`config.mk`:
```
export PLATFORM = sky130hd
export DESIGN_NAME = smc_sleep_ctrl
export DESIGN_NICKNAME = d
export VERILOG_FILES = /design/src/verilog/smc_pkg.sv /design/src/verilog/smc_sleep_ctrl.sv
export SDC_FILE = /design/constraint.sdc
export NUM_CORES = 1
export LEC_CHECK = 0
export BUFFER_PORTS_ARGS = -buffer_cell sky130_fd_sc_hd__buf_2
export CORE_UTILIZATION = 45
export CTS_CLUSTER_DIAMETER = 30
export DETAILED_ROUTE_END_ITERATION = 12
export PLACE_DENSITY = 0.78
export RECOVER_POWER = 50
export SKIP_LAST_GASP = 1
export SLEW_MARGIN = 25
export SYNTH_ARGS = -nofsm -noshare
export SYNTH_HDL_FRONTEND = slang
export SYNTH_SLANG_ARGS = --single-unit
```
`constraint.sdc`:
```
create_clock -name ref_clk -period 2.9 [get_ports ref_clk]
set_clock_uncertainty 0.15 [all_clocks]
set_input_delay 0.58 -clock ref_clk [delete_from_list [all_inputs] [get_ports ref_clk]]
set_output_delay 0.58 -clock ref_clk [all_outputs]
set_load 0.03 [all_outputs]
```
`src/verilog/smc_pkg.sv`:
```
// Operation
// RULE1: one active mode plus idle, standby, power-down, each entered straight from active.
// RULE2: sleep only when the sleep instruction executes with enable flag set.
// RULE3: software arms wake interrupts and global enable before programming and sleeping.
// RULE4: interrupt wake runs the service routine, then resumes after the sleep instruction.
// RULE5: any reset during sleep ends it; execution restarts at the reset vector.
// RULE6: register file, memory and peripheral registers keep their contents while asleep.
// RULE7: no enabled interrupt at entry means only reset can wake the device; the code also wakes on a debug break.
// RULE8: debug break while asleep forces active mode, pending interrupt or not.
// RULE9: idle stops the cpu, peripherals keep running, every interrupt can wake.
// RULE10: in standby a peripheral runs and wakes only with its run-in-standby bit set.
// RULE11: standby wakes from pins, two-wire match, timer b, and gated serial, converter, counter; the code also lets the periodic timer wake standby.
// RULE12: in standby the converter may run on its own without waking the cpu.
// RULE13: power-down keeps only watchdog and periodic timer; wakes on pin change, two-wire match.
// RULE14: power-down stops every clock source except low-power 32 kHz and watchdog source.
// RULE15: wake latency is six peripheral clocks plus main oscillator start-up.
// RULE16: waking from idle adds no oscillator start-up delay.
// RULE17: with brown-out config 0x3, resume waits for brown-out ready if that is later.
// RULE18: mode field encodes idle 0x0, standby 0x1, power-down 0x2; 0x3 reserved.
// RULE19: control register at 0x00 resets to 0x00; enable bit 0, mode bits 2:1.
// RULE20: cpu clock is gated in every sleep mode until the wake latency has elapsed.
package smc_pkg;
	localparam logic [7:0] SMC_CTRL_OFFSET = 8'h00;
	localparam logic [7:0] SMC_CTRL_RESET = 8'h00;
	localparam int SMC_ENABLE_BIT = 0;
	localparam int SMC_MODE_LSB = 1;
	localparam int SMC_MODE_MSB = 2;
	localparam logic [1:0] SMC_MODE_IDLE = 2'h0;
	localparam logic [1:0] SMC_MODE_STANDBY = 2'h1;
	localparam logic [1:0] SMC_MODE_DEEP = 2'h2;
	localparam logic [1:0] SMC_BOD_WAIT_CFG = 2'h3;
	localparam int SMC_WAKE_CLK = 6;
	localparam logic [3:0] SMC_WAKE_CYCLES = 4'(SMC_WAKE_CLK);

	typedef enum logic [2:0]
	{
		SMC_ACTIVE,
		SMC_SLEEPING,
		SMC_OSC_WAIT,
		SMC_WAKE_COUNT,
		SMC_BOD_WAIT
	} smc_state_type;

	// wake request lines from the peripherals
	typedef struct packed
	{
		logic pin_irq;
		logic two_wire_port_match;
		logic timer_type_b_irq;
		logic serial_sof_irq;
		logic adc_window_irq;
		logic rtc_irq;
		logic periodic_interrupt_timer_irq;
		logic other_irq;
	} smc_wake_type;

	// run-in-standby settings of the peripherals
	typedef struct packed
	{
		logic serial;
		logic adc;
		logic rtc;
		logic main_osc;
	} smc_stby_type;

	// clock and domain enables handed to the clock tree
	typedef struct packed
	{
		logic cpu;
		logic periph;
		logic rtc;
		logic adc;
		logic periodic_interrupt_timer;
		logic watchdog_unit;
		logic main_osc;
		logic ulp_osc;
	} smc_gate_type;
endpackage

```
`src/verilog/smc_sleep_ctrl.sv`:
```
`timescale 1ns/1ns
module smc_sleep_ctrl
(
	// clock, reset, enable
	input wire logic ref_clk,
	input wire logic reset_n,
	input wire logic clk_en,
	// control register write port
	input wire logic ctrl_write,
	input wire logic [7:0] ctrl_wdata,
	output logic [7:0] sleep_control_register,
	// cpu side
	input wire logic sleep_instr,
	input wire logic global_irq_en,
	input wire logic debug_break,
	output logic cpu_halted,
	output logic wake_by_irq,
	// wake sources and standby settings
	input wire smc_pkg::smc_wake_type wake_req,
	input wire smc_pkg::smc_wake_type wake_en,
	input wire smc_pkg::smc_stby_type run_in_standby,
	// oscillator and brown-out status
	input wire logic main_osc_ready,
	input wire logic [1:0] brownout_active_cfg,
	input wire logic brownout_ready,
	// domain gates and status
	output smc_pkg::smc_gate_type clock_gate,
	output logic [1:0] active_mode,
	output logic asleep
);
	import smc_pkg::*;

	smc_state_type state;
	smc_state_type next_state;
	logic sleep_enable_flag;
	logic [1:0] sleep_mode_select;
	logic [1:0] sleep_mode;
	logic [3:0] wake_count;
	logic irq_armed;
	logic irq_wake;
	smc_wake_type qual;
	smc_gate_type next_gate;
	logic [1:0] gate_mode;

	// which wake sources count in a given mode
	function automatic smc_wake_type wake_mask(input logic [1:0] mode, input smc_stby_type rs);
		smc_wake_type m;
		m = '0;
		unique case (mode)
			SMC_MODE_IDLE:
				m = '1; // RULE9
			SMC_MODE_STANDBY:
			begin
				m.pin_irq = 1'b1; // RULE11
				m.two_wire_port_match = 1'b1;
				m.timer_type_b_irq = 1'b1;
				m.periodic_interrupt_timer_irq = 1'b1;
				m.serial_sof_irq = rs.serial; // RULE10
				m.adc_window_irq = rs.adc;
				m.rtc_irq = rs.rtc;
			end
			default:
			begin
				m.pin_irq = 1'b1; // RULE13
				m.two_wire_port_match = 1'b1;
			end
		endcase
		return m;
	endfunction

	// control register; reserved code 0x3 stored but treated as power-down
	always_ff @(posedge ref_clk)
	begin
		if (!reset_n)
		begin
			sleep_enable_flag <= SMC_CTRL_RESET[SMC_ENABLE_BIT]; // RULE19
			sleep_mode_select <= SMC_CTRL_RESET[SMC_MODE_MSB:SMC_MODE_LSB];
		end
		else if (clk_en && ctrl_write)
		begin
			sleep_enable_flag <= ctrl_wdata[SMC_ENABLE_BIT];
			sleep_mode_select <= ctrl_wdata[SMC_MODE_MSB:SMC_MODE_LSB]; // RULE18
		end
	end

	assign sleep_control_register = {5'h0_0, sleep_mode_select, sleep_enable_flag}; // RULE19

	// qualified wake: enabled, allowed in this mode, and global irq armed at entry
	assign qual = wake_req & wake_en & wake_mask(sleep_mode, run_in_standby);
	assign irq_wake = irq_armed && (|qual); // RULE7

	// sleep state machine; reset or a debug break is the only way out when nothing is armed
	always_comb
	begin
		next_state = state;
		unique case (state)
			SMC_ACTIVE:
				if (sleep_instr && sleep_enable_flag)
					next_state = SMC_SLEEPING; // RULE1 RULE2
			SMC_SLEEPING:
				if (irq_wake || debug_break) // RULE8
				begin
					if (sleep_mode == SMC_MODE_IDLE || (sleep_mode == SMC_MODE_STANDBY && run_in_standby.main_osc))
						next_state = SMC_WAKE_COUNT; // RULE16
					else
						next_state = SMC_OSC_WAIT; // RULE15
				end
			SMC_OSC_WAIT:
				if (main_osc_ready)
					next_state = SMC_WAKE_COUNT; // RULE15
			SMC_WAKE_COUNT:
				if (wake_count == SMC_WAKE_CYCLES - 4'h1)
					next_state = (brownout_active_cfg == SMC_BOD_WAIT_CFG && !brownout_ready) ?
						SMC_BOD_WAIT : SMC_ACTIVE; // RULE17
			SMC_BOD_WAIT:
				if (brownout_ready)
					next_state = SMC_ACTIVE; // RULE17
			default:
				next_state = SMC_ACTIVE;
		endcase
	end

	// state register; synchronous reset ends any sleep
	always_ff @(posedge ref_clk)
	begin
		if (!reset_n)
			state <= SMC_ACTIVE; // RULE5
		else if (clk_en)
			state <= next_state;
	end

	// latch mode and irq arming at entry so mid-sleep writes do not move the wake set
	always_ff @(posedge ref_clk)
	begin
		if (!reset_n)
		begin
			sleep_mode <= SMC_MODE_IDLE;
			irq_armed <= 1'b0;
		end
		else if (clk_en && state == SMC_ACTIVE && next_state == SMC_SLEEPING)
		begin
			sleep_mode <= sleep_mode_select;
			irq_armed <= global_irq_en; // RULE7
		end
	end

	// six peripheral clocks of wake latency
	always_ff @(posedge ref_clk)
	begin
		if (!reset_n)
			wake_count <= 4'h0;
		else if (clk_en)
			wake_count <= (state == SMC_WAKE_COUNT) ? wake_count + 4'h1 : 4'h0; // RULE15
	end

	// remember whether the wake came from an interrupt so the cpu enters the handler
	always_ff @(posedge ref_clk)
	begin
		if (!reset_n)
			wake_by_irq <= 1'b0;
		else if (clk_en)
		begin
			if (state == SMC_SLEEPING && next_state != SMC_SLEEPING)
				wake_by_irq <= irq_wake; // RULE4
			else if (state == SMC_ACTIVE && next_state == SMC_SLEEPING)
				wake_by_irq <= 1'b0;
		end
	end

	// gates follow the live field only at entry; asleep they use the latched mode so a write cannot move them
	assign gate_mode = (state == SMC_ACTIVE) ? sleep_mode_select : sleep_mode;

	// domain gates; registers elsewhere are never reset here, so contents survive
	always_comb
	begin
		next_gate = '1;
		if (next_state != SMC_ACTIVE)
		begin
			next_gate.cpu = 1'b0; // RULE20 RULE6
			unique case (gate_mode)
				SMC_MODE_IDLE:
					next_gate.cpu = 1'b0; // RULE9
				SMC_MODE_STANDBY:
				begin
					next_gate.periph = 1'b0; // RULE10
					next_gate.rtc = run_in_standby.rtc;
					next_gate.adc = run_in_standby.adc; // RULE12
					next_gate.main_osc = run_in_standby.main_osc;
				end
				default:
				begin
					next_gate.periph = 1'b0; // RULE13
					next_gate.rtc = 1'b0;
					next_gate.adc = 1'b0;
					next_gate.main_osc = 1'b0; // RULE14
				end
			endcase
			if (state != SMC_ACTIVE && state != SMC_SLEEPING)
				next_gate.main_osc = 1'b1; // oscillator restarts during wake
			if (state != SMC_ACTIVE)
			begin
				if (sleep_mode == SMC_MODE_IDLE)
					next_gate.periph = 1'b1;
			end
		end
	end

	// registered gate outputs
	always_ff @(posedge ref_clk)
	begin
		if (!reset_n)
			clock_gate <= '1;
		else if (clk_en)
			clock_gate <= next_gate; // RULE20
	end

	// status outputs
	always_ff @(posedge ref_clk)
	begin
		if (!reset_n)
		begin
			cpu_halted <= 1'b0;
			asleep <= 1'b0;
			active_mode <= SMC_MODE_IDLE;
		end
		else if (clk_en)
		begin
			cpu_halted <= (next_state != SMC_ACTIVE); // RULE20
			asleep <= (next_state == SMC_SLEEPING);
			if (state == SMC_ACTIVE && next_state == SMC_SLEEPING)
				active_mode <= sleep_mode_select;
		end
	end

	// checks
	sleep_needs_en_a: assert property (@(posedge ref_clk) disable iff (!reset_n)
		clk_en && state == SMC_ACTIVE && next_state == SMC_SLEEPING |-> sleep_enable_flag && sleep_instr)
		else $error("sleep entered without enable"); // RULE2
	reset_ends_a: assert property (@(posedge ref_clk) !reset_n |=> state == SMC_ACTIVE)
		else $error("reset did not end sleep"); // RULE5
	wake_six_a: assert property (@(posedge ref_clk) disable iff (!reset_n)
		clk_en && state == SMC_SLEEPING && next_state == SMC_WAKE_COUNT ##1 clk_en[*6] |->
		state != SMC_ACTIVE)
		else $error("wake shorter than six clocks"); // RULE15
	idle_fast_a: assert property (@(posedge ref_clk) disable iff (!reset_n)
		state == SMC_SLEEPING && sleep_mode == SMC_MODE_IDLE |-> next_state != SMC_OSC_WAIT)
		else $error("idle waited for oscillator"); // RULE16
	break_wakes_a: assert property (@(posedge ref_clk) disable iff (!reset_n)
		clk_en && state == SMC_SLEEPING && debug_break |=> state != SMC_SLEEPING)
		else $error("debug break ignored"); // RULE8
	no_arm_a: assert property (@(posedge ref_clk) disable iff (!reset_n)
		state == SMC_SLEEPING && !irq_armed && !debug_break |-> next_state == SMC_SLEEPING)
		else $error("woke with no armed irq"); // RULE7
	cpu_gated_a: assert property (@(posedge ref_clk) disable iff (!reset_n)
		asleep |-> !clock_gate.cpu && cpu_halted)
		else $error("cpu clock running asleep"); // RULE20
	deep_osc_a: assert property (@(posedge ref_clk) disable iff (!reset_n)
		asleep && active_mode == SMC_MODE_DEEP |-> !clock_gate.main_osc && clock_gate.ulp_osc)
		else $error("oscillator left on in power-down"); // RULE14
	bod_hold_a: assert property (@(posedge ref_clk) disable iff (!reset_n)
		state == SMC_BOD_WAIT && !brownout_ready |=> state != SMC_ACTIVE)
		else $error("resumed before brown-out ready"); // RULE17
	// control register comes back to its reset value
	reg_reset_a: assert property (@(posedge ref_clk) !reset_n |=> sleep_control_register == SMC_CTRL_RESET)
		else $error("control register not reset"); // RULE19
	// a low clock enable must hold the state, the wake count and the control register
	freeze_state_a: assert property (@(posedge ref_clk) disable iff (!reset_n)
		!clk_en |=> $stable(state) && $stable(wake_count) && $stable(sleep_control_register))
		else $error("state moved with clock enable low");
	// idle keeps the peripheral domain running
	idle_periph_a: assert property (@(posedge ref_clk) disable iff (!reset_n)
		asleep && active_mode == SMC_MODE_IDLE |-> clock_gate.periph)
		else $error("peripherals stopped in idle"); // RULE9
	// watchdog and periodic timer never lose their clocks
	deep_keep_a: assert property (@(posedge ref_clk) disable iff (!reset_n)
		asleep |-> clock_gate.watchdog_unit && clock_gate.periodic_interrupt_timer)
		else $error("watchdog or periodic timer gated"); // RULE13
	// power-down refuses timer b, serial, converter, counter and other wake sources
	deep_mask_a: assert property (@(posedge ref_clk) disable iff (!reset_n)
		state == SMC_SLEEPING && sleep_mode == SMC_MODE_DEEP |->
		!(qual.timer_type_b_irq || qual.serial_sof_irq || qual.adc_window_irq || qual.rtc_irq || qual.other_irq))
		else $error("power-down woke from a barred source"); // RULE13
	// the latency counter never runs past its end
	wake_count_a: assert property (@(posedge ref_clk) disable iff (!reset_n)
		state == SMC_WAKE_COUNT |-> wake_count < SMC_WAKE_CYCLES)
		else $error("wake counter overran"); // RULE15
	// an interrupt wake is flagged for the handler
	irq_flag_a: assert property (@(posedge ref_clk) disable iff (!reset_n)
		clk_en && state == SMC_SLEEPING && irq_wake |=> wake_by_irq)
		else $error("interrupt wake not flagged"); // RULE4
	// entry halts the cpu on the next edge
	entry_halt_a: assert property (@(posedge ref_clk) disable iff (!reset_n)
		clk_en && state == SMC_ACTIVE && next_state == SMC_SLEEPING |=> cpu_halted && asleep && !clock_gate.cpu)
		else $error("cpu not halted at entry"); // RULE20
	// mode is captured as written at entry
	entry_latch_a: assert property (@(posedge ref_clk) disable iff (!reset_n)
		clk_en && state == SMC_ACTIVE && next_state == SMC_SLEEPING |=> sleep_mode == $past(sleep_mode_select))
		else $error("mode not latched at entry"); // RULE18
	// no counting until the oscillator is usable
	osc_hold_a: assert property (@(posedge ref_clk) disable iff (!reset_n)
		state == SMC_OSC_WAIT && !main_osc_ready |=> state == SMC_OSC_WAIT)
		else $error("count began before oscillator ready"); // RULE15
	// reserved mode behaves as power-down
	reserved_deep_a: assert property (@(posedge ref_clk) disable iff (!reset_n)
		asleep && active_mode == 2'h3 |-> !clock_gate.main_osc && !clock_gate.periph)
		else $error("reserved mode left clocks on"); // RULE18
	// a ready monitor adds nothing to the normal latency
	bod_skip_a: assert property (@(posedge ref_clk) disable iff (!reset_n)
		clk_en && state == SMC_WAKE_COUNT && wake_count == SMC_WAKE_CYCLES - 4'h1 && brownout_ready |=>
		state == SMC_ACTIVE)
		else $error("resume delayed with monitor ready"); // RULE17
	stby_cov: cover property (@(posedge ref_clk) state == SMC_SLEEPING && sleep_mode == SMC_MODE_STANDBY
		##[1:40] state == SMC_ACTIVE);
	idle_cov: cover property (@(posedge ref_clk) state == SMC_SLEEPING && sleep_mode == SMC_MODE_IDLE
		##[1:20] state == SMC_ACTIVE);
	deep_cov: cover property (@(posedge ref_clk) state == SMC_OSC_WAIT ##[1:40] state == SMC_ACTIVE);
	bod_cov: cover property (@(posedge ref_clk) state == SMC_BOD_WAIT);
endmodule

```
* Word level (Yosys, flattened, before mapping)
Cells that the tools add are included.
Word-level totals: flip-flop bits (word level) 23, bits in latches 0, memory bits (writable) 0, bits in read-only memories 0, input port bits 39, output and inout port bits 21, word-level logic and storage cells 72, memories kept 0
Cells by class: add/sub/neg operators 1, multipliers 0, div/mod/pow operators 0, order comparisons 0, equality and inequality tests 11, shift-type cells 0, multiplexer cells 21, bitwise gates (word level) 2, reduce and logical (&&, ||, !) cells 22
Operators by type and width (count):
- $mux 3 | 6
- $and 8x8->8 | 2
- $pmux 3 s5 | 1
- $logic_and 1x1->1 | 10
- $pmux 5 s2 | 1
- $mux 1 | 8
- $mux 4 | 2
- $reduce_or 8->1 | 1
- $eq 3x1->1 const B | 2
- $eq 3x2->1 const B | 2
- $ne 3x1->1 const B | 2
- $pmux 3 s2 | 1
- $reduce_bool 3->1 | 2
- $add 4x1->4 const B | 1
- $eq 2x1->1 const B | 2
- $eq 4x3->1 const B | 1
- $logic_not 2->1 | 2
- $reduce_and 2->1 | 2
- $eq 3x3->1 const B | 1
- $logic_not 3->1 | 1
- $eq 2x2->1 const B | 1
- $logic_or 1x1->1 | 2
- $mux 2 | 1
- $pmux 1 s2 | 1
- other kinds (2) | 2

* Longest topological paths before layout
word-level depth 12, gate-level depth with buffers 7

* Worst setup path before layout
No wires, ideal clock.
path type input port to flip-flop, from input wake_req[0] (netlist name), to register wake_by_irq, library setup time 116 ps, data arrival time 1618 ps, required time 2634 ps, path slack 1016 ps, stages on the path 5, buffers on the path 0, cells stage by stage a22oi_1 o221ai_1 o311a_1 a32o_1 and3_1
On the way: word-level cells in the longest chain between the ends 11, elaborated cells on any way between the ends 14, those cells by class eq/ne (2); mux (3); bitwise (2); reduce/logical (7)
RTL lines:
- start, declared | line smc_sleep_ctrl.sv:19 | input wire smc_pkg::smc_wake_type wake_req,
- $and 8x8->8 (*) (2 in series) | line smc_sleep_ctrl.sv:89 | assign qual = wake_req & wake_en & wake_mask(sleep_mode, run_in_standby);
- $reduce_or 8->1 (*) | line smc_sleep_ctrl.sv:90 | assign irq_wake = irq_armed && (|qual);
- $logic_and 1x1->1 (*) | line smc_sleep_ctrl.sv:90
- $logic_or 1x1->1 | line smc_sleep_ctrl.sv:101 | if (irq_wake || debug_break)
- $mux 3 | line smc_sleep_ctrl.sv:101
- $pmux 3 s5 | line smc_sleep_ctrl.sv:96 | unique case (state)
- $ne 3x1->1 / $eq 3x1->1 (equally long branches) | line smc_sleep_ctrl.sv:163, smc_sleep_ctrl.sv:165
- $logic_and 1x1->1 (on tied branches) | line smc_sleep_ctrl.sv:163, smc_sleep_ctrl.sv:165
- $reduce_bool 2->1 (no source line)
- $reduce_and 2->1 (no source line)
- end signal, assigned | line smc_sleep_ctrl.sv:164 | wake_by_irq <= irq_wake;
- end, declared | line smc_sleep_ctrl.sv:17 | output logic wake_by_irq,
Mark *: on every way between the ends. The rest lies on a longest branch, timed or not. A chain may end at the register's enable or synchronous reset.

* Worst setup path in the final report
from input clk_en, to register active_mode[0]
On the way: word-level cells in the longest chain between the ends 1
RTL lines:
- start, declared | line smc_sleep_ctrl.sv:7 | input wire logic clk_en,
- $reduce_and 2->1 (no source line)
- end signal, assigned | line smc_sleep_ctrl.sv:231 | active_mode <= sleep_mode_select;
- end, declared | line smc_sleep_ctrl.sv:28 | output logic [1:0] active_mode,
No other way between the ends.

==> results by group <==
Run status
  – Outcome: complete, no violations

Global routing
  – First-pass GRT wire length: 4250 um
  – Gr usage total: 0.2019
  – Largest net degree at the start of global routing: 25
  – Number of global-route vias before repair: 1031
  – Total congestion overflow: 0
  – Antenna violations before repair: 0

Routing
  – DRC Markers: 0
  – 1st-iter DRT viols: 18
  – Vias/cell: 5.226
  – Via count: 1155
  – Detailed-route wire length: 2603 um
  – DRT Pass-1 Iters: 4
  – Routed len/inst: 11.78 um
  – Final ANT Viol Nets: 0

CTS
  – # H-tree levels: 1
  – Clk sinks: 23
  – TritonCTS clock tree: done
  – Reg clk slew, reported paths: 130 ps
  – Post-cts resize count: 0
  – Clock Path Buffers: 2
  – Insertion delay to the later sink of the worst-skew pair: 320 ps
  – Root buffer cell: clkbuf_4
  – Cts hold-fix bufs: 0
  – Setup Fix Bufs, Post-CTS: 0
  – Num CTS Buffers: 3

Logic synthesis
  – Xor/xnor cell area share of the yosys netlist: 0.02143
  – Complex-gate fraction of the synthesized area: 0.1837
  – Distinct cells, synth: 37
  – Synth Area in Adders: 0.02041
  – Syn avg cell area: 8.285 um2
  – Post-synth top flop: dfxtp_1
  – Top-area cell type share of the netlist area: 0.3755
  – Post-synthesis cell area: 1226 um2
  – Synth Warn #: 0
  – Top cells by area, synth: dfxtp_1 (38%), buf_4 (6.1%), mux2i_1 (5.7%)
  – Register area share after synthesis: 0.3755
  – EDFF count, synth: 0
  – Synthesis-stage register bit count: 23
  – Dominant cell type by area after synthesis: dfxtp_1
  – Multiplexer share of the synthesized area: 0.05714
  – Post-synth top cells: dfxtp_1 (23), nand2_1 (18), nor2_1 (15)
  – Main combinational cell family by area after synthesis: simple AND/OR/NAND/NOR gates
  – Post-synthesis simple-gate area fraction: 0.2459
  – Top-count cell post-synth: dfxtp_1
  – Synth async-reset ratio: 0
  – Cells after synthesis: 148

Floorplanning
  – Area of the core: 2522 um2
  – Io pins: 60
  – Die area: 2938 um2
  – Initial core utilization: 0.4861
  – Die X-Extent: 54.20 um
  – Rows: 18
  – Die Ht: 54.20 um

STA
  – Fin Setup TNS: 0 ps
  – Hold_ws: 319.8 ps
  – Crit share post-route: 0.7369
  – Fmax: 468.0 MHz
  – Final Hold Violating Endpoints: 0
  – Rel. slew slack: 0.3706
  – Unrepaired setup endpoints after global routing: false
  – Fin. max-slew vios: 0
  – Setup Viol. Count Final: 0
  – Worst-Margin Slew: 944.1 ps
  – Tmin final: 2137 ps

Worst setup path
  – Launch point of the worst path: clk_en
  – R2R cell count: 6
  – Crit Path Class: input port to register
  – Crit end category: register
  – CP endpoint: active_mode[0]$_SDFFE_PN0P_
  – Reg2Reg Launch Point: wake_count[0]$_SDFFE_PN0P_
  – Crit-path max FO: 24
  – CP required: 2960 ps
  – Startpoint Class: input port
  – Data arrival time of the critical path: 2200 ps
  – FF-to-FF setup slack: 1080 ps
  – R2R Path End: cpu_halted$_SDFFE_PN0P_

Layout
  – Area of the multi-input gates: 678.2 um2
  – Area grow syn2layout: 17.65%
  – Layout Nets: 233
  – Diode count: 0
  – Filler cells: 241
  – Final instance area: 1443 um2
  – FF/Latch Area: 460.4 um2
  – Cell Count, Final, Fillers Out: 221
  – Share of cells above drive strength 1: 0.2147

Power and ir drop
  – Pleak: 0.6657 nW
  – Power Density: 418.6 nW/um2
  – Worst VDD drop: 0.3293 mV
  – Power, Total: 0.0006039 W

Worst hold path
  – Hold depth: 2
  – Worst min path class: register to register

Placement
  – GPL Wtd Cong: 0.8104
  – Placed insts: 217
  – Detailed Place HPWL: 2070 um
  – Placed inst area: 1429 um2
  – Port bufs: 46

Flow run
  – Maxcap violations: 0
how the worst min path moves through the flow:
stage                          startpoint                          to  slack [ps]
6_report       clock_gate[7]$_SDFFE_PN1P_  clock_gate[7]$_SDFFE_PN1P_         320
5_1_grt        clock_gate[7]$_SDFFE_PN1P_  clock_gate[7]$_SDFFE_PN1P_         330
4_1_cts        clock_gate[7]$_SDFFE_PN1P_  clock_gate[7]$_SDFFE_PN1P_         320
3_5_place_dp      cpu_halted$_SDFFE_PN0P_     cpu_halted$_SDFFE_PN0P_         290
3_3_place_gp      cpu_halted$_SDFFE_PN0P_     cpu_halted$_SDFFE_PN0P_         280
2_1_floorplan  wake_count[3]$_SDFFE_PN0P_  wake_count[3]$_SDFFE_PN0P_         320
logic make-up (layout without fill, tap and decap cells):
family / after synthesis / in the layout
simple gates: 61 / 61
compound gates: 31 / 31
flops: 23 / 23
buf+inv: 19 / 56
mux: 7 / 7
xor+xnor: 3 / 3
fa+ha+maj: 2 / 2
other cells: 2 / 8
critical path: stages:
cell,delay (ps)
clkbuf_1,680
nand4_1,550
mux2i_1,310
nor2b_1,60
state kept, by name, summed over array words and instances, names as in the netlist:
register and flops:
cpu_halted 1, wake_by_irq 1, sleep_mode_select 2, irq_armed 1, wake_count 4, sleep_enable_flag 1
clock_gate 5, state 3, asleep 1, active_mode 2, sleep_mode 2
cell usage in the layout, fill, tap and decap left out, drive strengths merged:
| master | Yosys | layout |
|---|---|---|
| a211oi | 3 | 3 |
| a21boi | 4 | 4 |
| a21oi | 3 | 3 |
| a22oi | 3 | 3 |
| a31oi | 3 | 3 |
| a32o | 2 | 2 |
| and2 | 1 | 1 |
| and2b | 1 | 1 |
| and3 | 2 | 2 |
| buf | 11 | 35 |
| clkbuf | 2 | 14 |
| clkinv | 0 | 1 |
| conb | 2 | 8 |
| dfxtp | 23 | 23 |
| ha | 2 | 2 |
| inv | 6 | 6 |
| mux2i | 7 | 7 |
| nand2 | 18 | 18 |
| nand2b | 2 | 2 |
| nand3 | 9 | 9 |
| nand3b | 1 | 1 |
| nand4 | 2 | 2 |
| nand4b | 1 | 1 |
| nor2 | 15 | 15 |
| nor2b | 7 | 7 |
| nor3 | 2 | 2 |
| o211ai | 1 | 1 |
| o21a | 2 | 2 |
| o21ai | 4 | 4 |
| o221a | 1 | 1 |
| o221ai | 2 | 2 |
| o22ai | 1 | 1 |
| o311a | 1 | 1 |
| o31a | 1 | 1 |
| xnor2 | 1 | 1 |
| xor2 | 2 | 2 |
metrics by stage:
| stage | setup WS [ps] | utilization |
|---|---|---|
| global placement | 840.4 | 0.5665 |
| floorplan | 1016 | - |
| global route | 633.7 | 0.5719 |
| detailed placement | 783.2 | 0.5665 |
| CTS | 1101 | 0.5774 |
| finish | 763.1 | 0.5719 |
where the power goes:
| group | switching [W] | internal (W) | total, W |
|---|---|---|---|
| Sequential | 0.0000115 | 0.000327 | 0.000338 |
| Clock | 0.0000979 | 0.0000516 | 0.000149 |
| Combinational | 0.0000725 | 0.0000438 | 0.000116 |
| Total | 0.000182 | 0.000422 | 0.000604 |
layout make-up:
cell class	count	area share
Tap cell	30	0.02602
Clock inverter	1	0.003469
Multi-Input combinational cell	112	0.4701
Inverter	6	0.01561
Timing Repair Buffer	46	0.1500
Sequential cell	23	0.3192
Clock buffer	3	0.01561
metal layers:
metal | vias to the layer above | GRT usage | share of wire
li1 | 587 | - | -
met1 | 529 | 0.2423 | 0.44
met2 | 33 | 0.3354 | 0.49
met3 | 6 | 0.03672 | 0.046
met4 | 0 | 0.1111 | 0.027
met5 | - | 0 | 0
(Power assumes the default switching activity.)
